[config.mk]
export PLATFORM = sky130hd
export DESIGN_NAME = bpc_boot_front
export DESIGN_NICKNAME = d
export VERILOG_FILES = /design/src/bpc_pkg.sv /design/src/bpc_baud_meas.sv /design/src/bpc_boot_front.sv
export SDC_FILE = /design/constraint.sdc
export NUM_CORES = 1
export LEC_CHECK = 0
export BUFFER_PORTS_ARGS = -buffer_cell sky130_fd_sc_hd__clkbuf_2
export CORE_ASPECT_RATIO = 1.5
export CORE_UTILIZATION = 45
export CTS_BUF_LIST = sky130_fd_sc_hd__clkbuf_4
export CTS_CLUSTER_DIAMETER = 60
export DETAILED_ROUTE_END_ITERATION = 12
export GPL_TIMING_DRIVEN = 1
export HOLD_SLACK_MARGIN = 0.06
export PLACE_DENSITY = 0.59
export SYNTH_ARGS = -nofsm -noshare
export SYNTH_HDL_FRONTEND = slang
export SYNTH_SLANG_ARGS = --single-unit
export TNS_END_PERCENT = 100
[constraint.sdc]
create_clock -name clk -period 8.5 [get_ports clk]
set_clock_uncertainty 0.2 [all_clocks]
set_input_delay 0.425 -clock clk [delete_from_list [all_inputs] [get_ports clk]]
set_output_delay 0.425 -clock clk [all_outputs]
set_load 0.03 [all_outputs]
[src/bpc_pkg.sv]
/*
 * Shared constants, state type and check-byte arithmetic of the serial
 * boot front end. Assumes a 125 MHz system clock and byte-wide flash reads.
 */
package bpc_pkg;

    // Clock period and link timing.
    localparam int CLK_NS = 8;
    localparam int BIT_MIN_NS = 8681;
    localparam int BIT_MAX_NS = 104167;
    localparam int BIT_MIN_CYC = (BIT_MIN_NS + CLK_NS - 1) / CLK_NS;
    localparam int BIT_MAX_CYC = BIT_MAX_NS / CLK_NS;
    localparam int TMR_W = 20;
    localparam int EDGE_B_BITS = 2;
    localparam int EDGE_C_BITS = 4;
    localparam int EDGE_D_BITS = 9;
    localparam int SYNC_SETTLE = 3;

    // Frame bytes and acknowledge codes.
    localparam logic [7:0] MODE_SEL = 8'h86;
    localparam logic [7:0] CMD_RAM = 8'h10;
    localparam logic [7:0] CMD_SUM = 8'h20;
    localparam logic [7:0] CMD_INFO = 8'h30;
    localparam logic [7:0] CMD_ERASE = 8'h40;
    localparam logic [7:0] CMD_PROT = 8'h60;
    localparam logic [3:0] ACK_RXERR = 4'h8;
    localparam logic [3:0] ACK_BAD = 4'h1;
    localparam logic [3:0] CMD_HI_RST = 4'h0;

    // Flash layout.
    localparam logic [23:0] PW_BASE = 24'h027EF4;
    localparam logic [23:0] VEC_BASE = 24'h027F00;
    localparam logic [23:0] FLASH_BASE = 24'h010000;
    localparam logic [16:0] FLASH_BYTES = 17'h18000;
    localparam logic [3:0] PW_LEN = 4'hC;
    localparam logic [3:0] VEC_LEN = 4'h3;
    localparam logic [7:0] BLANK = 8'hFF;

    typedef enum logic [9:0] {
        ST_BAUD  = 10'h001,
        ST_HALT  = 10'h002,
        ST_CMD   = 10'h004,
        ST_SEND  = 10'h008,
        ST_PWRD  = 10'h010,
        ST_PWRX  = 10'h020,
        ST_SUMRD = 10'h040,
        ST_SUMHI = 10'h080,
        ST_SUMLO = 10'h100,
        ST_SUMCK = 10'h200
    } bpc_state_t;

    // Byte sum that drops the carry.
    function automatic logic [7:0] ck_add(input logic [7:0] a, input logic [7:0] b);
        ck_add = a + b;
    endfunction : ck_add

    // Two's complement of a running byte sum.
    function automatic logic [7:0] ck_neg(input logic [7:0] s);
        ck_neg = 8'h00 - s;
    endfunction : ck_neg

endpackage : bpc_pkg
[src/bpc_baud_meas.sv]
/*
 * Measures the bit period from the mode-select byte on the receive pin.
 * Assumes the pin idles high and is asynchronous to clk.
 */
`timescale 1ns/1ns
module bpc_baud_meas #(
    parameter int unsigned BIT_MAX = bpc_pkg::BIT_MAX_CYC
) (
    input wire logic clk,
    input wire logic srst,
    input wire logic rxd_pin,
    output logic baud_done,
    output logic baud_fail,
    output logic [bpc_pkg::TMR_W-1:0] bit_period
);
    import bpc_pkg::*;

    localparam logic [TMR_W-1:0] T_MIN = TMR_W'(BIT_MIN_CYC);
    localparam logic [TMR_W-1:0] T_MAX = TMR_W'(BIT_MAX);
    localparam logic [TMR_W-1:0] T_LIMIT = TMR_W'(BIT_MAX * 10);

    logic s1_r, s2_r, s3_r, lvl_r, lvl_nxt;
    logic [1:0] ecnt_r, ecnt_nxt;
    logic run_r, run_nxt, fin_r, fin_nxt, done_nxt, fail_nxt;
    logic [TMR_W-1:0] tmr_r, tmr_nxt, tab_r, tab_nxt, tac_r, tac_nxt, per_nxt;
    logic chg;
    logic [TMR_W+3:0] lhs, rhs;

    function automatic logic [TMR_W+3:0] adif(input logic [TMR_W+3:0] a,
                                               input logic [TMR_W+3:0] b);
        adif = (a > b) ? a - b : b - a;
    endfunction : adif

    ////////////////////////////////////////////////////////////////////////
    // A level change counts only once the second and third stages agree.
    assign chg = (s2_r == s3_r) && (s3_r != lvl_r);
    // The last rising edge of the byte must sit eight bit times after the start edge, within one bit time.
    assign lhs = {2'b00, tmr_r, 2'b00};
    assign rhs = {1'b0, tac_r, 3'b000};

    // Edges A, B, C, D of the byte give two, four and eight bit times.
    always_comb begin
        lvl_nxt = chg ? s3_r : lvl_r;
        ecnt_nxt = ecnt_r;
        run_nxt = run_r;
        fin_nxt = fin_r;
        tmr_nxt = run_r ? tmr_r + 1'b1 : tmr_r;
        tab_nxt = tab_r;
        tac_nxt = tac_r;
        per_nxt = bit_period;
        done_nxt = 1'b0;
        fail_nxt = 1'b0;
        if (!fin_r && chg) begin
            if (!run_r) begin
                if (!s3_r) begin
                    run_nxt = 1'b1;
                    tmr_nxt = TMR_W'(1); // Counts whole clocks, so T bits read as T.
                end
            end else begin
                ecnt_nxt = ecnt_r + 1'b1;
                case (ecnt_r)
                    2'd0: tab_nxt = tmr_r;
                    2'd1: tac_nxt = tmr_r;
                    default: begin
                        run_nxt = 1'b0;
                        fin_nxt = 1'b1;
                        per_nxt = tac_r >> 2;
                        if ((tac_r >> 2) >= T_MIN && (tac_r >> 2) <= T_MAX
                            && adif({3'b000, tab_r, 1'b0}, (TMR_W+4)'(tac_r))
                               <= (TMR_W+4)'(tac_r >> 3)
                            && adif(lhs, rhs) <= (TMR_W+4)'(tac_r)) begin
                            done_nxt = 1'b1;
                        end else begin
                            fail_nxt = 1'b1;
                        end
                    end
                endcase
            end
        end else if (!fin_r && run_r && tmr_r >= T_LIMIT) begin
            run_nxt = 1'b0;
            fin_nxt = 1'b1;
            fail_nxt = 1'b1;
        end
    end

    // Register stage, including the three-stage pin synchroniser.
    always_ff @(posedge clk) begin
        s1_r <= rxd_pin;
        s2_r <= s1_r;
        s3_r <= s2_r;
        if (srst) begin
            lvl_r <= 1'b1;
            ecnt_r <= 2'd0;
            run_r <= 1'b0;
            fin_r <= 1'b0;
            tmr_r <= '0;
            tab_r <= '0;
            tac_r <= '0;
            bit_period <= '0;
            baud_done <= 1'b0;
            baud_fail <= 1'b0;
        end else begin
            lvl_r <= lvl_nxt;
            ecnt_r <= ecnt_nxt;
            run_r <= run_nxt;
            fin_r <= fin_nxt;
            tmr_r <= tmr_nxt;
            tab_r <= tab_nxt;
            tac_r <= tac_nxt;
            bit_period <= per_nxt;
            baud_done <= done_nxt;
            baud_fail <= fail_nxt;
        end
    end
endmodule : bpc_baud_meas

[src/bpc_boot_front.sv]
/*
 * Serial boot front end: baud detection, command echo, password check,
 * flash SUM with check byte, and user boot mode selection after reset.
 * Assumes a byte UART on the same clock, driven with bit_period, and a
 * flash read port answering one read at a time.
 */
`timescale 1ns/1ns
module bpc_boot_front #(
    parameter int unsigned BIT_MAX = bpc_pkg::BIT_MAX_CYC
) (
    input wire logic clk,
    input wire logic srst,
    input wire logic rxd_pin,
    input wire logic rx_valid,
    input wire logic [7:0] rx_data,
    input wire logic rx_err,
    output logic rx_ready,
    output logic tx_valid,
    output logic [7:0] tx_data,
    input wire logic tx_ready,
    output logic [bpc_pkg::TMR_W-1:0] bit_period,
    output logic baud_locked,
    output logic halted,
    output logic fl_rd_req,
    output logic [23:0] fl_addr,
    input wire logic fl_rd_valid,
    input wire logic [7:0] fl_rdata,
    input wire logic boot_pin,
    input wire logic flash_busy,
    output logic user_boot,
    output logic irq_hold,
    output logic ram_exec
);
    import bpc_pkg::*;

    bpc_state_t st_r, st_nxt, ret_r, ret_nxt;
    logic [7:0] tx_nxt, cmd_r, cmd_nxt, ck_r, ck_nxt;
    logic [3:0] hi_r, hi_nxt, idx_r, idx_nxt;
    logic [15:0] sum_r, sum_nxt;
    logic [16:0] cnt_r, cnt_nxt;
    logic [23:0] addr_nxt;
    logic mism_r, mism_nxt, rxe_r, rxe_nxt;
    logic [7:0] pw_mem [0:14];
    logic pw_we;
    logic baud_done, baud_fail, lock_nxt, halt_nxt;
    logic pw_same, pw_blank, pw_err;
    logic rx_take, tx_take;

    ////////////////////////////////////////////////////////////////////////
    // The timing of the first byte is measured here, not received.
    bpc_baud_meas #(.BIT_MAX(BIT_MAX)) u_baud (
        .clk(clk),
        .srst(srst),
        .rxd_pin(rxd_pin),
        .baud_done(baud_done),
        .baud_fail(baud_fail),
        .bit_period(bit_period)
    );

    // Handshakes follow the state directly.
    assign rx_ready = (st_r == ST_CMD) || (st_r == ST_PWRX);
    assign tx_valid = (st_r == ST_SEND);
    assign fl_rd_req = (st_r == ST_PWRD) || (st_r == ST_SUMRD);
    assign rx_take = rx_valid && rx_ready;
    assign tx_take = tx_valid && tx_ready;

    // Password verdict; identical password bytes are a weak password unless all 15 stored bytes are blank.
    always_comb begin
        pw_same = 1'b1;
        pw_blank = 1'b1;
        for (int i = 0; i < 15; i++) begin
            if (i < 12 && pw_mem[i] != pw_mem[0]) begin
                pw_same = 1'b0;
            end
            if (pw_mem[i] != BLANK) begin
                pw_blank = 1'b0;
            end
        end
        pw_err = mism_r || (pw_same && !pw_blank);
    end

    ////////////////////////////////////////////////////////////////////////
    // Command sequencer next state.
    always_comb begin
        st_nxt = st_r;
        ret_nxt = ret_r;
        tx_nxt = tx_data;
        cmd_nxt = cmd_r;
        hi_nxt = hi_r;
        idx_nxt = idx_r;
        ck_nxt = ck_r;
        sum_nxt = sum_r;
        cnt_nxt = cnt_r;
        addr_nxt = fl_addr;
        mism_nxt = mism_r;
        rxe_nxt = rxe_r;
        lock_nxt = baud_locked;
        halt_nxt = halted;
        pw_we = 1'b0;
        case (st_r)
            ST_BAUD: begin
                if (baud_done) begin
                    lock_nxt = 1'b1;
                    tx_nxt = MODE_SEL;
                    ret_nxt = ST_CMD;
                    st_nxt = ST_SEND;
                end else if (baud_fail) begin
                    halt_nxt = 1'b1;
                    st_nxt = ST_HALT;
                end
            end
            ST_HALT: st_nxt = ST_HALT;
            ST_CMD: begin
                if (rx_take) begin
                    st_nxt = ST_SEND;
                    ret_nxt = ST_CMD;
                    if (rx_err) begin
                        tx_nxt = {hi_r, ACK_RXERR};
                    end else if (rx_data == CMD_RAM || rx_data == CMD_PROT) begin
                        tx_nxt = rx_data;
                        cmd_nxt = rx_data;
                        hi_nxt = rx_data[7:4];
                        ret_nxt = ST_PWRD;
                        idx_nxt = '0;
                        addr_nxt = PW_BASE;
                    end else if (rx_data == CMD_SUM) begin
                        tx_nxt = rx_data;
                        cmd_nxt = rx_data;
                        hi_nxt = rx_data[7:4];
                        ret_nxt = ST_SUMRD;
                        sum_nxt = '0;
                        cnt_nxt = '0;
                        addr_nxt = FLASH_BASE;
                    end else if (rx_data == CMD_INFO || rx_data == CMD_ERASE) begin
                        tx_nxt = rx_data;
                        cmd_nxt = rx_data;
                        hi_nxt = rx_data[7:4];
                    end else begin
                        tx_nxt = {hi_r, ACK_BAD};
                    end
                end
            end
            ST_SEND: begin
                if (tx_take) begin
                    st_nxt = ret_r;
                end
            end
            ST_PWRD: begin
                if (fl_rd_valid) begin
                    pw_we = 1'b1;
                    idx_nxt = idx_r + 1'b1;
                    if (idx_r == PW_LEN + VEC_LEN - 1'b1) begin
                        idx_nxt = '0;
                        mism_nxt = 1'b0;
                        rxe_nxt = 1'b0;
                        ck_nxt = 8'h00;
                        st_nxt = ST_PWRX;
                    end else if (idx_r == PW_LEN - 1'b1) begin
                        addr_nxt = VEC_BASE;
                    end else begin
                        addr_nxt = fl_addr + 24'h000001;
                    end
                end
            end
            ST_PWRX: begin
                if (rx_take) begin
                    idx_nxt = idx_r + 1'b1;
                    ck_nxt = ck_add(ck_r, rx_data);
                    rxe_nxt = rxe_r || rx_err;
                    if (idx_r < PW_LEN && rx_data != pw_mem[idx_r]) begin
                        mism_nxt = 1'b1;
                    end
                    if (idx_r == PW_LEN) begin
                        st_nxt = ST_SEND;
                        ret_nxt = ST_CMD;
                        if (rxe_r || rx_err) begin
                            tx_nxt = {hi_r, ACK_RXERR};
                        end else if (ck_add(ck_r, rx_data) != 8'h00) begin
                            tx_nxt = {hi_r, ACK_BAD};
                        end else if (pw_err) begin
                            tx_nxt = {hi_r, ACK_BAD};
                        end else begin
                            tx_nxt = cmd_r;
                        end
                    end
                end
            end
            ST_SUMRD: begin
                if (fl_rd_valid) begin
                    sum_nxt = sum_r + {8'h00, fl_rdata};
                    cnt_nxt = cnt_r + 1'b1;
                    addr_nxt = fl_addr + 24'h000001;
                    if (cnt_r == FLASH_BYTES - 1'b1) begin
                        st_nxt = ST_SUMHI;
                    end
                end
            end
            ST_SUMHI: begin
                tx_nxt = sum_r[15:8];
                ret_nxt = ST_SUMLO;
                st_nxt = ST_SEND;
            end
            ST_SUMLO: begin
                tx_nxt = sum_r[7:0];
                ret_nxt = ST_SUMCK;
                st_nxt = ST_SEND;
            end
            ST_SUMCK: begin
                tx_nxt = ck_neg(ck_add(sum_r[15:8], sum_r[7:0]));
                ret_nxt = ST_CMD;
                st_nxt = ST_SEND;
            end
            default: st_nxt = ST_HALT;
        endcase
    end

    // Sequencer registers.
    always_ff @(posedge clk) begin
        if (srst) begin
            st_r <= ST_BAUD;
            ret_r <= ST_CMD;
            tx_data <= 8'h00;
            cmd_r <= 8'h00;
            hi_r <= CMD_HI_RST;
            idx_r <= 4'h0;
            ck_r <= 8'h00;
            sum_r <= 16'h0000;
            cnt_r <= 17'h00000;
            fl_addr <= 24'h000000;
            mism_r <= 1'b0;
            rxe_r <= 1'b0;
            baud_locked <= 1'b0;
            halted <= 1'b0;
        end else begin
            st_r <= st_nxt;
            ret_r <= ret_nxt;
            tx_data <= tx_nxt;
            cmd_r <= cmd_nxt;
            hi_r <= hi_nxt;
            idx_r <= idx_nxt;
            ck_r <= ck_nxt;
            sum_r <= sum_nxt;
            cnt_r <= cnt_nxt;
            fl_addr <= addr_nxt;
            mism_r <= mism_nxt;
            rxe_r <= rxe_nxt;
            baud_locked <= lock_nxt;
            halted <= halt_nxt;
        end
    end

    // Stored password and reset vector copy; a reset leaves it as is.
    always_ff @(posedge clk) begin
        if (pw_we) begin
            pw_mem[idx_r] <= fl_rdata;
        end
    end

    ////////////////////////////////////////////////////////////////////////
    // Boot mode select. The pin is caught only once the synchroniser has
    // settled after reset, so a stale pre-reset level cannot pick the mode.
    logic bs1_r, bs2_r, bs3_r;
    logic [1:0] set_r, set_nxt;
    logic ub_nxt, irq_nxt, ram_nxt;

    always_comb begin
        set_nxt = set_r;
        ub_nxt = user_boot;
        if (set_r != 2'(SYNC_SETTLE)) begin
            set_nxt = set_r + 1'b1;
            if (set_r == 2'(SYNC_SETTLE - 1) && bs2_r == bs3_r) begin
                ub_nxt = bs3_r;
            end
        end
        irq_nxt = user_boot && flash_busy;
        ram_nxt = flash_busy;
    end

    always_ff @(posedge clk) begin
        bs1_r <= boot_pin;
        bs2_r <= bs1_r;
        bs3_r <= bs2_r;
        if (srst) begin
            set_r <= 2'd0;
            user_boot <= 1'b0;
            irq_hold <= 1'b0;
            ram_exec <= 1'b0;
        end else begin
            set_r <= set_nxt;
            user_boot <= ub_nxt;
            irq_hold <= irq_nxt;
            ram_exec <= ram_nxt;
        end
    end
endmodule : bpc_boot_front

After elaboration in Yosys (flattened, before gate mapping)
Memories as Yosys holds them, arrays and structs flattened. A register that Yosys moved wholly into a read port is not among the register bits.
Index checks and enable logic that the tools add are counted.
{"block": "totals", "ramBits": 120, "n_memories": 1, "register_bits": 209, "wordCells": 310, "out_inout_bits": 60, "inputBits": 25}
{"block": "classes", "n_reduce_logical": 49, "mux": 129, "eq_ne": 70, "addsub": 14, "bitwise": 5, "order_cmp": 8}
{"memory": "pw_mem", "words": 15, "word_bits": 8, "rd": 16, "rd_clocked_by_memory_dff": 1, "wr": 1, "line": "bpc_boot_front.sv:43", "source": "logic [7:0] pw_mem [0:14];"}
{"cell": "$mux W24", "n": 10}
{"cell": "$mux W10", "n": 14}
{"cell": "$mux W8", "n": 17}
{"cell": "$ne A8 B8 Y1 const B", "n": 15}
{"cell": "$ne A8 B8 Y1", "n": 12}
{"cell": "$mux W17", "n": 5}
{"cell": "$mux W16", "n": 5}
{"cell": "$mux W20", "n": 4}
{"cell": "$pmux W24 S3", "n": 1}
{"cell": "$pmux W10 S7", "n": 1}
{"cell": "$pmux W10 S6", "n": 1}
{"cell": "$mux W1", "n": 50}
{"cell": "$pmux W8 S6", "n": 1}
{"cell": "$mux W4", "n": 11}
{"cell": "$pmux W17 S2", "n": 1}
{"cell": "$pmux W16 S2", "n": 1}
{"cell": "$add A24 B1 Y24 const B", "n": 1}
{"cell": "$le A24 B17 Y1", "n": 1}
{"cell": "$le A24 B20 Y1", "n": 1}
{"cell": "$sub A22 B23 Y24", "n": 1}
{"cell": "$sub A23 B22 Y24", "n": 1}
{"cell": "$gt A22 B23 Y1", "n": 1}
{"cell": "$sub A20 B21 Y22", "n": 1}
{"cell": "$sub A21 B20 Y22", "n": 1}
{"cell": "other kinds (56)", "n": 118}

Logic depth before layout (Yosys ltp)
Gate-level depths: netlist of run 1.
An unclocked memory read counts as a cell.
{"block": "depth", "depth_word": 26, "depth_mapped": 25, "depth_no_buf": 23}

Cells and area by module
A second synthesis of run 1 with hierarchy kept.
{"block": "hier_totals", "cells_unflattened": 2288, "area_unflattened_um2": 20878.8}
{"module": "bpc_boot_front", "seq_area_each_um2": 6165.9, "cells_each": 1148, "area_each_um2": 12522.0, "n_inst": 1}
{"module": "bpc_baud_meas", "seq_area_each_um2": 1761.7, "cells_each": 1140, "area_each_um2": 8356.8, "n_inst": 1}

Worst setup path before layout of run 1
OpenSTA, ideal clock, no wires.
{"block": "synth_timing", "path_kind": "reg2reg", "start": "register u_baud.tac_r[4]", "end": "register u_baud.baud_fail", "path_stages_with_launch": 24, "t_arrival_ns": 4.881, "path_buffers": 1, "synth_period_minus_slack_ns": 5.206, "setup_time_ns": 0.125, "required_ns": 8.175, "setup_slack_ns": 3.294, "path_cell_list": "dfxtp_1 inv_1 ha_1 buf_2 and3_1 a211oi_1 o31ai_1 o22a_2 o211ai_4 mux2_2 a221oi_2 o22ai_2 xnor2_1 ha_1 nand4_1 nor4_1 nand2_1 o21ai_0 nor2_1 or4_1 a221oi_1 and4_1 nand4_1 o2bb2ai_1"}
{"block": "synth_via", "elab_chain_cells": 9, "elab_cells_between_ends": 19, "classes_between": "add/sub (4); order compare (6); mux (6); reduce/logical (3)"}
{"element": "start, declared", "line": "bpc_baud_meas.sv:25", "source": "logic [TMR_W-1:0] tmr_r, tmr_nxt, tab_r, tab_nxt, tac_r, tac_nxt, per_nxt;"}
{"element": "start signal, assigned", "line": "bpc_baud_meas.sv:109", "source": "tac_r <= tac_nxt;"}
{"element": "$sub A20 B21 Y22 (tied with other cells)", "line": "bpc_baud_meas.sv:31", "source": "adif = (a > b) ? a - b : b - a;"}
{"element": "$mux W24", "line": "bpc_baud_meas.sv:31"}
{"element": "$le A24 B17 Y1", "line": "bpc_baud_meas.sv:70", "source": "<= (TMR_W+4)'(tac_r >> 3)"}
{"element": "$logic_and A1 B1 Y1", "line": "bpc_baud_meas.sv:69", "source": "&& adif({3'b000, tab_r, 1'b0}, (TMR_W+4)'(tac_r))"}
{"element": "$logic_and A1 B1 Y1 *", "line": "bpc_baud_meas.sv:71", "source": "&& adif(lhs, rhs) <= (TMR_W+4)'(tac_r)) begin"}
{"element": "$mux W1 *", "line": "bpc_baud_meas.sv:68", "source": "if ((tac_r >> 2) >= T_MIN && (tac_r >> 2) <= T_MAX"}
{"element": "$mux W1 *", "line": "bpc_baud_meas.sv:61", "source": "case (ecnt_r)"}
{"element": "$mux W1 *", "line": "bpc_baud_meas.sv:54", "source": "if (!run_r) begin"}
{"element": "$mux W1 *", "line": "bpc_baud_meas.sv:53", "source": "if (!fin_r && chg) begin"}
{"element": "end signal, assigned", "line": "bpc_baud_meas.sv:112", "source": "baud_fail <= fail_nxt;"}
{"element": "end, declared", "line": "bpc_baud_meas.sv:13", "source": "output logic baud_fail,"}
Every way passes the cells marked *; elsewhere a longest branch is shown, timed or not.
A chain may end at the register's enable or synchronous reset.

Worst setup path in the final report of run 1
{"block": "layout_timing", "start": "register u_baud.tac_r[7]", "end": "register u_baud.baud_fail"}
Same word-level chain as after synthesis.

==> run_results.csv, run 1 <==
group,metric,value,unit
power,powerDensity,148,mW/mm²
hold_path,hold_depth,0,
critical_path,critPathMaxStageDelay,0.60,ns
floorplanning,die_h,263,µm
clocking,cts_buffer_depth,3,
hold_path,min_from,"bs1_r",
global_route,grt_pass1_wl,104000,µm
place,io_buffers,82,
yosys,yosys_warnings,0,
drt,vias_per_cell,5.98,
layout,final_core_util,0.506,
floorplanning,num_rows,95,
floorplanning,die_area,0.0462,mm²
yosys,async_reset_ff_frac,0,
global_route,track_usage,0.295,
floorplanning,start_util,0.456,
clocking,cts-root-buf,"clkbuf_4",
drt,drc_errors,0,
global_route,grt-ovfl-total,0,
hold_path,whs_endpoint,"bs2_r",
yosys,ys_ff_latch,332,
power,clkPwrFrac,0.431,
clocking,cts_tree,"done",
hold_path,hp-class,"reg2reg",
sta,finalSetupTns,0,ns
sta,setup_viol,0,
global_route,grt_antenna_before_repair,1,
clocking,cts.clk_slew.worst_paths,0.06,ns
layout,mostFrequentLayoutCell,"nand2_1",
clocking,cts_sinks,332,
critical_path,critical_path.endpoint_type,"register",
critical_path,crit_required,8.92,ns
place,dpl.hpwl,51000,µm
drt,ant_nets,0,
layout,layout-drive-gt1-share,0.127,
critical_path,critPathLaunchType,"register",
sta,worst_slew_pin_slew,1.22,ns
yosys,netlist_area,0.0204,mm²
critical_path,path_buf_inv,2,
drt,routed_wl,67700,µm
power,power.net_switching,855,µW
yosys,synth_edf_count,128,
critical_path,r2r_cells,23,
power,static-leakage-power,8.55,nW
power,p_sw_frac,0.255,
critical_path,timing.rr.end,"u_baud.baud_fail",
sta,slew-limit-headroom,0.184,
floorplanning,die_w,176,µm
global_route,grt_pass1_vias,18200,
yosys,synth-seq-area-share,0.389,
layout,layout.nets,2547,
drt,wl_per_cell,22.5,µm
yosys,ys_types,91,
sta,fmax,154,MHz
sta,finalMaxSlewViolations,0,
critical_path,critPathKind,"reg2reg",
power,power_frac_seq,0.497,
drt,dr.pass1.iters,5,
yosys,avgSynthCellArea,9.04,µm²
critical_path,slowest_stage,"or4_1",
layout,mostFrequentLayoutCells,"nand2_1, a21oi_1, dfxtp_1",
critical_path,r2r_setup_slack,2.03,ns
yosys,synth_ff_type,"dfxtp_1",
layout,area_growth_syn_to_layout,10.9,%
run,cap_violations,0,
clocking,htreeDepth,3,
sta,rsz0062_at_grt,"no",
power,comb_power_share,0.072,
drt,first_iter_violations,1252,
status,outcome,"completed",
critical_path,crit_fanout,17,
critical_path,r2r-start,"u_baud.tac_r[7]",
clocking,clock_latency,0.79,ns
critical_path,arrival,6.89,ns
critical_path,cp_top_family,"compound AO/OA/AOI/OAI gates",
floorplanning,core_area,0.0447,mm²
critical_path,worst_path_most_repeated_cell,"o21ai_0",
yosys,netlist_instances,2255,
sta,finalCritPeriodShare,0.762,
critical_path,worstPathCellList,"inv_1, ha_1, nand2_1, o21ai_0, o21ai_0, a31o_2, a21oi_4, buf_4, nor2_1, nor4_1, or2_1, a31oi_1, xnor2_1, ha_1, nand2_1, o21ai_0, a2111oi_0, a21oi_1, or4_1, a221oi_1, and4_1, nand4_1, o2bb2ai_1",
floorplanning,ios,85,
sta,final.min_clock_period,6.47,ns
clocking,cts_made_buffers,85,
power,p_int,2.50,mW
sta,final-hold-violation-count,0,
drt,vias,18000,
place,gp_congestion,0.978,
global_route,grt_max_degree,74,
power,ir_drop,0.000168,V
[what timing repair did]
item,4_1_cts,5_1_grt
hold endpoints to repair,173,0
setup buffers,0,0
endpoints found under the setup margin,0,0
hold buffers,27,0
resized for setup,0,0
[metrics by stage]
| stage | setup slack, ns | power, mW | instances | instance area (µm²) | hold slack [ns] |
|---|---|---|---|---|---|
| after floorplan | 3.29 | 1.86 | 2256 | 20400 | 0.110 |
| after global placement | 2.27 | 1.93 | 2831 | 21200 | 0.111 |
| after detailed placement | 2.14 | 1.93 | 2831 | 21200 | 0.118 |
| after CTS | 2.08 | 3.39 | 3011 | 22600 | 0.0672 |
| after global routing | 1.55 | 3.50 | 3012 | 22600 | 0.134 |
| final | 2.03 | 3.35 | 3012 | 22600 | 0.130 |
[worst max-delay path by stage]
| stage | start | to | slack, ns | cells past startpoint |
|---|---|---|---|---|
| 2_1_floorplan | u_baud.tac_r[4] | u_baud.baud_fail | 3.29 | 23 |
| 3_3_place_gp | u_baud.tac_r[2] | u_baud.baud_fail | 2.27 | 23 |
| 3_5_place_dp | u_baud.tac_r[2] | u_baud.baud_fail | 2.14 | 23 |
| 4_1_cts | u_baud.tac_r[7] | u_baud.baud_fail | 2.08 | 22 |
| 5_1_grt | u_baud.tac_r[5] | u_baud.baud_fail | 1.55 | 23 |
| 6_report | u_baud.tac_r[7] | u_baud.baud_fail | 2.03 | 23 |
[state kept, by name (all words and copies together) (netlist names), 10 cells and up, named ones only]
signal / cells
u_baud.tab_r: 20
u_baud.tac_r: 20
cnt_r: 17
pw_mem: 128
u_baud.bit_period: 18
u_baud.tmr_r: 20
sum_r: 16
st_r: 10
fl_addr: 24
[routing by layer]
metal | GRT usage | vias to the layer above | share of wire
met5 | 0 | - | 0
li1 | - | 8457 | -
met2 | 0.537 | 621 | 0.52
met1 | 0.301 | 8701 | 0.36
met3 | 0.0422 | 234 | 0.043
met4 | 0.221 | 0 | 0.077
[cell type report]
class | count | area, µm²
clock inverters | 39 | 278
repair buffers | 132 | 856
fillers | 4304 | 22100
diodes | 1 | 2.50
well taps | 582 | 728
flip-flops and latches | 332 | 7930
multi-input cells | 1694 | 11500
inverters | 118 | 443
clock buffers | 114 | 856
[cell families (layout without fill, tap and decap cells)]
family                     after synthesis  in the layout  share of synthesized area
buffers and inverters                  230            403                     0.0469
muxes                                   65             65                     0.0566
xor gates and xnor gates               108            108                     0.0464
adders and majority gates              159            159                      0.100
DFF                                    332            332                      0.389
and+or+nand+nor                        812            812                      0.191
AOI/OAI and AO/OA                      548            548                      0.170
other                                    1              3                   0.000184
[power by group through the flow]
| stage | Combinational (mW) | Sequential, mW | Clock, mW |
|---|---|---|---|
| after global routing | 0.265 | 1.67 | 1.57 |
| final | 0.241 | 1.67 | 1.45 |
| after global placement | 0.227 | 1.70 | 0 |
| after detailed placement | 0.229 | 1.70 | 0 |
| after CTS | 0.240 | 1.67 | 1.49 |
| after floorplan | 0.156 | 1.70 | 0 |
[Yosys cell counts (18+ instances only)]
library cell | count | area, µm²
mux2i_1 | 24 | 240
nand2_1 | 289 | 1080
nor3_1 | 42 | 210
nand3_1 | 63 | 315
mux4_2 | 40 | 901
buf_2 | 42 | 210
ha_1 | 152 | 1900
clkbuf_1 | 58 | 218
a21o_1 | 37 | 278
o21bai_1 | 18 | 135
inv_1 | 118 | 443
nor4_1 | 30 | 188
nand4_1 | 64 | 400
edfxtp_1 | 128 | 3840
and3_1 | 26 | 163
a211oi_1 | 24 | 180
o21ai_0 | 80 | 400
xnor2_1 | 60 | 526
xor2_1 | 48 | 420
a21oi_1 | 243 | 1220
dfxtp_1 | 204 | 4080
nor2_1 | 190 | 713
[worst register-to-register path, stage by stage, from the launching register on]
cell	delay (ns)
dfxtp_1	0.46
inv_1	0.17
ha_1	0.53
nand2_1	0.19
o21ai_0	0.36
o21ai_0	0.18
a31o_2	0.26
a21oi_4	0.24
buf_4	0.28
nor2_1	0.10
nor4_1	0.36
or2_1	0.26
a31oi_1	0.13
xnor2_1	0.15
ha_1	0.28
nand2_1	0.08
o21ai_0	0.09
a2111oi_0	0.42
a21oi_1	0.13
or4_1	0.60
a221oi_1	0.30
and4_1	0.23
nand4_1	0.14
o2bb2ai_1	0.17
Note: power is estimated with default switching activity, not from simulation.
==> run 2: changes to the inputs <==
--- a/config.mk
+++ b/config.mk
@@ -5,6 +5,7 @@
 export SDC_FILE = /design/constraint.sdc
 export NUM_CORES = 1
 export LEC_CHECK = 0
+export ABC_AREA = 1
 export BUFFER_PORTS_ARGS = -buffer_cell sky130_fd_sc_hd__clkbuf_2
 export CORE_ASPECT_RATIO = 1.5
 export CORE_UTILIZATION = 45
==> constraint.sdc (replaced) <==
create_clock -name clk -period 6.2 [get_ports clk]
set_clock_uncertainty 0.2 [all_clocks]
set_input_delay 0.31 -clock clk [delete_from_list [all_inputs] [get_ports clk]]
set_output_delay 0.31 -clock clk [all_outputs]
set_load 0.03 [all_outputs]
==> run 2 against run 1 <==
Against the previous run: sequential power rose by 48%; sequential share of layout area fell by 3.2 points; routed wire length grew 20%.
==> run_results.csv, run 2 <==
group,metric,value,unit
drt,dr.pass1.iters,6,
layout,mostFrequentLayoutCell,"nand2_1",
yosys,async_reset_ff_frac,0,
floorplanning,die_area,0.0506,mm²
global_route,track_usage,0.323,
place,io_buffers,82,
place,gp_congestion,0.999,
global_route,grt_antenna_before_repair,2,
yosys,ys_top_cells_by_area,"dfxtp_1, edfxtp_1, nand2_1",
drt,vias,21900,
sta,fmax,194,MHz
global_route,grt_pass1_vias,21700,
yosys,ys_ff_latch,332,
floorplanning,core_area,0.0488,mm²
hold_path,hp-class,"reg2reg",
drt,ant_nets,0,
yosys,synth_top_family_by_area,"simple AND/OR/NAND/NOR gates",
global_route,top_usage_layer,"met2",
critical_path,critical_path.endpoint_type,"register",
yosys,netlist_instances,3030,
layout,layout-drive-gt1-share,0.103,
sta,final.min_clock_period,5.15,ns
sta,finalMaxSlewViolations,0,
clocking,htreeDepth,3,
sta,finalCritPeriodShare,0.830,
global_route,grt_max_degree,68,
critical_path,arrival,5.63,ns
yosys,synth-seq-area-share,0.355,
global_route,grt_pass1_wl,124000,µm
global_route,met3_usage,0.0447,
yosys,synthSimpleGateAreaFrac,0.253,
layout,mostFrequentLayoutCells,"nand2_1, inv_1, nor2_1",
floorplanning,ios,85,
clocking,cts_tree,"done",
layout,fin_area,0.0248,mm²
critical_path,crit_required,6.68,ns
power,static-leakage-power,10.9,nW
clocking,cts_resized,0,
sta,final-hold-violation-count,0,
layout,area_growth_syn_to_layout,11.1,%
power,powerDensity,276,mW/mm²
clocking,clock_latency,0.85,ns
critical_path,critPathLaunchType,"register",
floorplanning,start_util,0.458,
yosys,netlist.top_cell.by_area,"dfxtp_1",
layout,largest_register_ffs,128,
layout,final_core_util,0.509,
drt,vias_per_cell,5.64,
yosys,synth.top_cell.area_share,0.183,
place,dpl.hpwl,63000,µm
clocking,cts-root-buf,"clkbuf_4",
yosys,netlist_area,0.0223,mm²
floorplanning,die_h,275,µm
global_route,grt-ovfl-total,0,
yosys,synth_most_common_cell,"nand2_1",
sta,finalSetupTns,0,ns
yosys,yosys.area_share.adder,0.0914,
yosys,synth_compound_area_frac,0.178,
sta,rsz0062_at_grt,"no",
place,pre_cts_ws,1.22,ns
critical_path,crit_fanout,22,
floorplanning,num_rows,99,
clocking,cts_buffer_depth,3,
yosys,synth_ff_type,"dfxtp_1",
sta,slew-limit-headroom,0.156,
drt,wl_per_cell,20.9,µm
yosys,yosys_warnings,0,
critical_path,critPathKind,"reg2reg",
clocking,cts.clk_slew.worst_paths,0.07,ns
yosys,ys_top_cells_by_count,"nand2_1, inv_1, nor2_1, a21oi_1, o21ai_0",
floorplanning,die_w,184,µm
status,outcome,"completed",
drt,routed_wl,81200,µm
sta,setup_viol,0,
clocking,cts_sinks,332,
layout,layout.nets,3354,
yosys,synth_edf_count,128,
place,placed_area,0.0233,mm²
yosys,avgSynthCellArea,7.37,µm²
sta,worst_slew_pin_slew,1.26,ns
drt,drc_errors,0,
clocking,cts_made_buffers,84,
power,ir_drop,0.000247,V
yosys,synth_xor_area_frac,0.0392,
clocking,cts_setup_buffers,0,
drt,first_iter_violations,1783,
yosys,ys_types,73,
global_route,use_met1,0.380,
layout,largest-register,"pw_mem",
run,cap_violations,0,
layout,top_regs,"pw_mem (128), fl_addr (24)",
sta,fin_ws,1.05,ns
global_route,grtUsageMet2,0.570,
sta,whs,0.106,ns
yosys,yosys-mux-area-fraction,0.00269,
-- run 2: changes by cell type in the layout (fill, tap and decap cells not counted), moves of 23 or more --
cell,before,now
a21o_1,37,13
a21oi_1,243,288
and3_1,26,3
inv_1,118,349
inv_2,0,27
mux4_2,40,0
nand2_1,289,572
nand3_1,63,142
nor2_1,190,294
nor3_1,41,85
o21ai_0,80,255
xnor2_1,60,37
-- run 2: layer usage --
layer	part of all wire	wire length, µm	vias to the layer above
met4	0.050	4050	0
met1	0.40	32700	10300
met5	0	0	-
met3	0.056	4530	210
li1	-	-	10600
met2	0.49	39900	795
-- run 2: final timing paths --
kind,depth (start not counted),startpoint,slack [ns],end
setup / recovery,25,u_baud.tac_r[15],1.05,u_baud.baud_fail
hold / removal,0,bs1_r,0.11,bs2_r
setup reg to reg,25,u_baud.tac_r[15],1.05,u_baud.baud_fail
hold reg to reg,0,bs1_r,0.11,bs2_r
-- run 2: critical path, stage by stage (launching register included) --
cell and delay [ns]:
dfxtp_1 0.43, inv_1 0.21, ha_1 0.55, a21oi_1 0.16, o21ai_0 0.36, a21oi_1 0.16, nand3_2 0.13, nand2_4 0.15
inv_4 0.27, nor2_1 0.10, nor2_2 0.14, inv_2 0.06, a31oi_1 0.23, xor2_1 0.26, inv_1 0.08, ha_1 0.27
nand2_1 0.07, nor3_1 0.26, and3b_1 0.20, a21oi_1 0.06, nor2_1 0.20, nand4_1 0.12, nor2_1 0.10, nand4_1 0.11
nand2_1 0.09, nand2_1 0.04
-- run 2: cell families after synthesis --
family                   Yosys count
multiplexers                       6
adder cells (fa/ha/maj)          159
flip-flops                       332
XOR/XNOR                         100
AO/OA/AOI/OAI                    715
AND/OR/NAND/NOR                 1255
other                              1
buffers and inverters            462
-- run 2: per-stage QoR --
step	total power, mW	instances
detailed placement	4.81	3704
floorplan	4.14	3031
global route	7.27	3890
CTS	6.89	3885
finish	6.86	3890
global placement	4.79	3704
-- run 2: layout make-up --
| type | count | area (µm²) |
|---|---|---|
| Clock buffer | 101 | 758 |
| Antenna cell | 5 | 12.5 |
| Clock inverter | 44 | 365 |
| Inverter | 382 | 1440 |
| Timing Repair Buffer | 133 | 883 |
| Multi-Input combinational cell | 2237 | 12600 |
| Tap cell | 656 | 821 |
| Sequential cell | 332 | 7930 |
| Fill cell | 4997 | 24000 |
-- run 2: where the power goes --
group	total (mW)	internal [mW]	switching (mW)
logic	2.35	0.713	1.63
registers	2.47	2.36	0.110
clock network	2.04	1.07	0.965
total	6.86	4.15	2.71
-- run 2: repair_timing --
item | 4_1_cts | 5_1_grt
endpoints found under the setup margin | 0 | 0
endpoints found under the hold margin | 220 | 0
hold buffers | 36 | 0
==> run 3: changes to the inputs <==
--- a/config.mk
+++ b/config.mk
@@ -5,7 +5,7 @@
 export SDC_FILE = /design/constraint.sdc
 export NUM_CORES = 1
 export LEC_CHECK = 0
-export ABC_AREA = 1
+export ABC_AREA = 0
 export BUFFER_PORTS_ARGS = -buffer_cell sky130_fd_sc_hd__clkbuf_2
 export CORE_ASPECT_RATIO = 1.5
 export CORE_UTILIZATION = 45
==> constraint.sdc (replaced) <==
create_clock -name clk -period 4.9 [get_ports clk]
set_clock_uncertainty 0.2 [all_clocks]
set_input_delay 0.245 -clock clk [delete_from_list [all_inputs] [get_ports clk]]
set_output_delay 0.245 -clock clk [all_outputs]
set_load 0.03 [all_outputs]
==> run 3 against run 2 <==
Against the previous run: the run now ends with negative setup slack left; cell area is 0.58% higher; critical path depth is 1 lower; flip-flop and latch count stayed put; sequential power is 17% higher; non-clock buffer count is 285 higher; count of clock-buffer cells in the layout is 9 higher; critical path type unchanged; critical endpoint unchanged.
==> run_results.csv, run 3 (synthesized netlist as in run 1, its figures left out) <==
group,metric,value,unit
status,outcome,"finished, violations left",
status,violations,"negative setup slack",
layout,largest-register,"pw_mem",
layout,mostFrequentLayoutCell,"buf_4",
power,ir_drop,0.000236,V
sta,whs,0.143,ns
floorplanning,num_rows,95,
sta,finalMaxSlewViolations,0,
drt,ant_nets,0,
sta,finalCritPeriodShare,1.10,
critical_path,crit_fanout,7,
clocking,cts-root-buf,"clkbuf_4",
clocking,cts_sinks,332,
drt,dr.pass1.iters,5,
sta,rsz0062_at_grt,"yes",
sta,worst_slew_pin_slew,1.26,ns
clocking,htreeDepth,3,
global_route,track_usage,0.310,
place,io_buffers,82,
sta,final-hold-violation-count,0,
sta,fmax,185,MHz
floorplanning,die_w,176,µm
hold_path,hp-class,"reg2reg",
floorplanning,die_h,263,µm
global_route,grt-ovfl-total,0,
critical_path,critPathKind,"reg2reg",
sta,slew-limit-headroom,0.159,
sta,final.min_clock_period,5.40,ns
floorplanning,core_area,0.0447,mm²
floorplanning,ios,85,
layout,mostFrequentLayoutCells,"buf_4, nand2_1, a21oi_1",
drt,first_iter_violations,1279,
global_route,grt_pass1_wl,109000,µm
power,total_power,5.63,mW
layout,finalNonFillerCells,3285,
run,cap_violations,0,
layout,layout.nets,2827,
layout,final.fill_count,4216,
place,gp_congestion,0.959,
drt,wl_per_cell,21.7,µm
drt,drc_errors,0,
clocking,cts.clk_slew.worst_paths,0.07,ns
layout,top_regs,"pw_mem (128), fl_addr (24)",
critical_path,arrival,5.80,ns
place,placed_cells,3100,
drt,vias,19100,
global_route,grt_pass1_vias,19400,
clocking,cts_made_buffers,79,
critical_path,crit_required,5.30,ns
layout,area_growth_syn_to_layout,22.5,%
clocking,cts_tree,"done",
sta,fin_ws,-0.505,ns
layout,layout-drive-gt1-share,0.240,
floorplanning,start_util,0.456,
critical_path,critPathLaunchType,"register",
power,static-leakage-power,9.97,nW
power,powerDensity,225,mW/mm²
clocking,clock_latency,0.75,ns
drt,routed_wl,71300,µm
global_route,grt_max_degree,59,
place,dpl.hpwl,55300,µm
layout,largest_register_ffs,128,
drt,vias_per_cell,5.81,
clocking,cts_buffer_depth,3,
sta,setup_viol,2,
floorplanning,die_area,0.0462,mm²
global_route,grt_antenna_before_repair,1,
critical_path,critical_path.endpoint_type,"register",
==> run 3: cell count changes in the layout (fill, tap and decap cells not counted), moves of 24 or more <==
cell	delta
nand3_1	-79
nor3_1	-45
nand2_1	-286
nor2_1	-106
buf_4	+286
inv_1	-243
mux4_2	+40
o21ai_0	-181
a21oi_1	-48
a21o_1	+24
==> run 3: power by group <==
| group | switching, mW | internal, mW |
|---|---|---|
| Sequential | 0.0147 | 2.87 |
| Clock | 1.14 | 1.10 |
| Combinational | 0.286 | 0.216 |
==> run 3: final timing paths <==
kind | from | endpoint | slack (ns) | depth (start not counted)
hold reg to reg | bs1_r | bs2_r | 0.14 | 0
setup / recovery | u_baud.tac_r[0] | u_baud.baud_fail | -0.50 | 24
hold / removal | bs1_r | bs2_r | 0.14 | 0
setup reg to reg | u_baud.tac_r[0] | u_baud.baud_fail | -0.50 | 24
==> run 3: per-stage QoR <==
stage / cell area (µm²) / util / setup TNS, ns / setup slack (ns)
final: 25000 / 0.559 / -0.976 / -0.505
after global routing: 25000 / 0.559 / -1.35 / -0.677
after CTS: 24900 / 0.557 / -0.825 / -0.414
after detailed placement: 23400 / 0.523 / -1.23 / -0.641
after global placement: 23400 / 0.523 / -1.11 / -0.585
after floorplan: 20600 / - / 0 / 0.00584
==> run 3: critical path: stages (launching register included) <==
cell       delay [ns]
dfxtp_2          0.33
buf_4            0.13
ha_1             0.20
and2b_1          0.24
o2111ai_2        0.17
a211o_1          0.39
a31o_4           0.26
a21oi_4          0.25
and3b_1          0.22
nor4_1           0.05
buf_4            0.14
or2_4            0.25
a31oi_4          0.18
xnor2_1          0.10
ha_1             0.29
nand2_2          0.07
nor2_2           0.18
nand4_1          0.17
o21ai_0          0.14
a21oi_2          0.04
or4_4            0.58
a221oi_2         0.18
and4_1           0.21
nand4_1          0.13
o2bb2ai_1        0.16
==> run 3: repair_timing <==
item / CTS / global route
buffers inserted: 9 / 3
pin swaps: 23 / 13
setup endpoints to repair: 2 / 2
hold buffers: 32 / 0
gates resized for setup: 29 / 10
endpoints found under the hold margin: 249 / 0
==> run 3: layout make-up <==
type                       count  area, µm²  area share
sequential                   332       7960       0.319
timing repair buffer         418       3060       0.122
clock inverter                30        156     0.00626
antenna                        1       2.50    0.000100
inverter                     118        450      0.0180
tap                          582        728      0.0292
clock buffer                 110        826      0.0331
multi-input combinational   1694      11800       0.472
==> run 3: layer usage <==
metal / track usage / routed length, µm / vias to the layer above
li1: - / - / 9013
met1: 0.310 / 24800 / 9218
met2: 0.589 / 38800 / 605
met3: 0.0385 / 3020 / 243
met4: 0.207 / 4720 / 0
met5: 0 / 0 / -
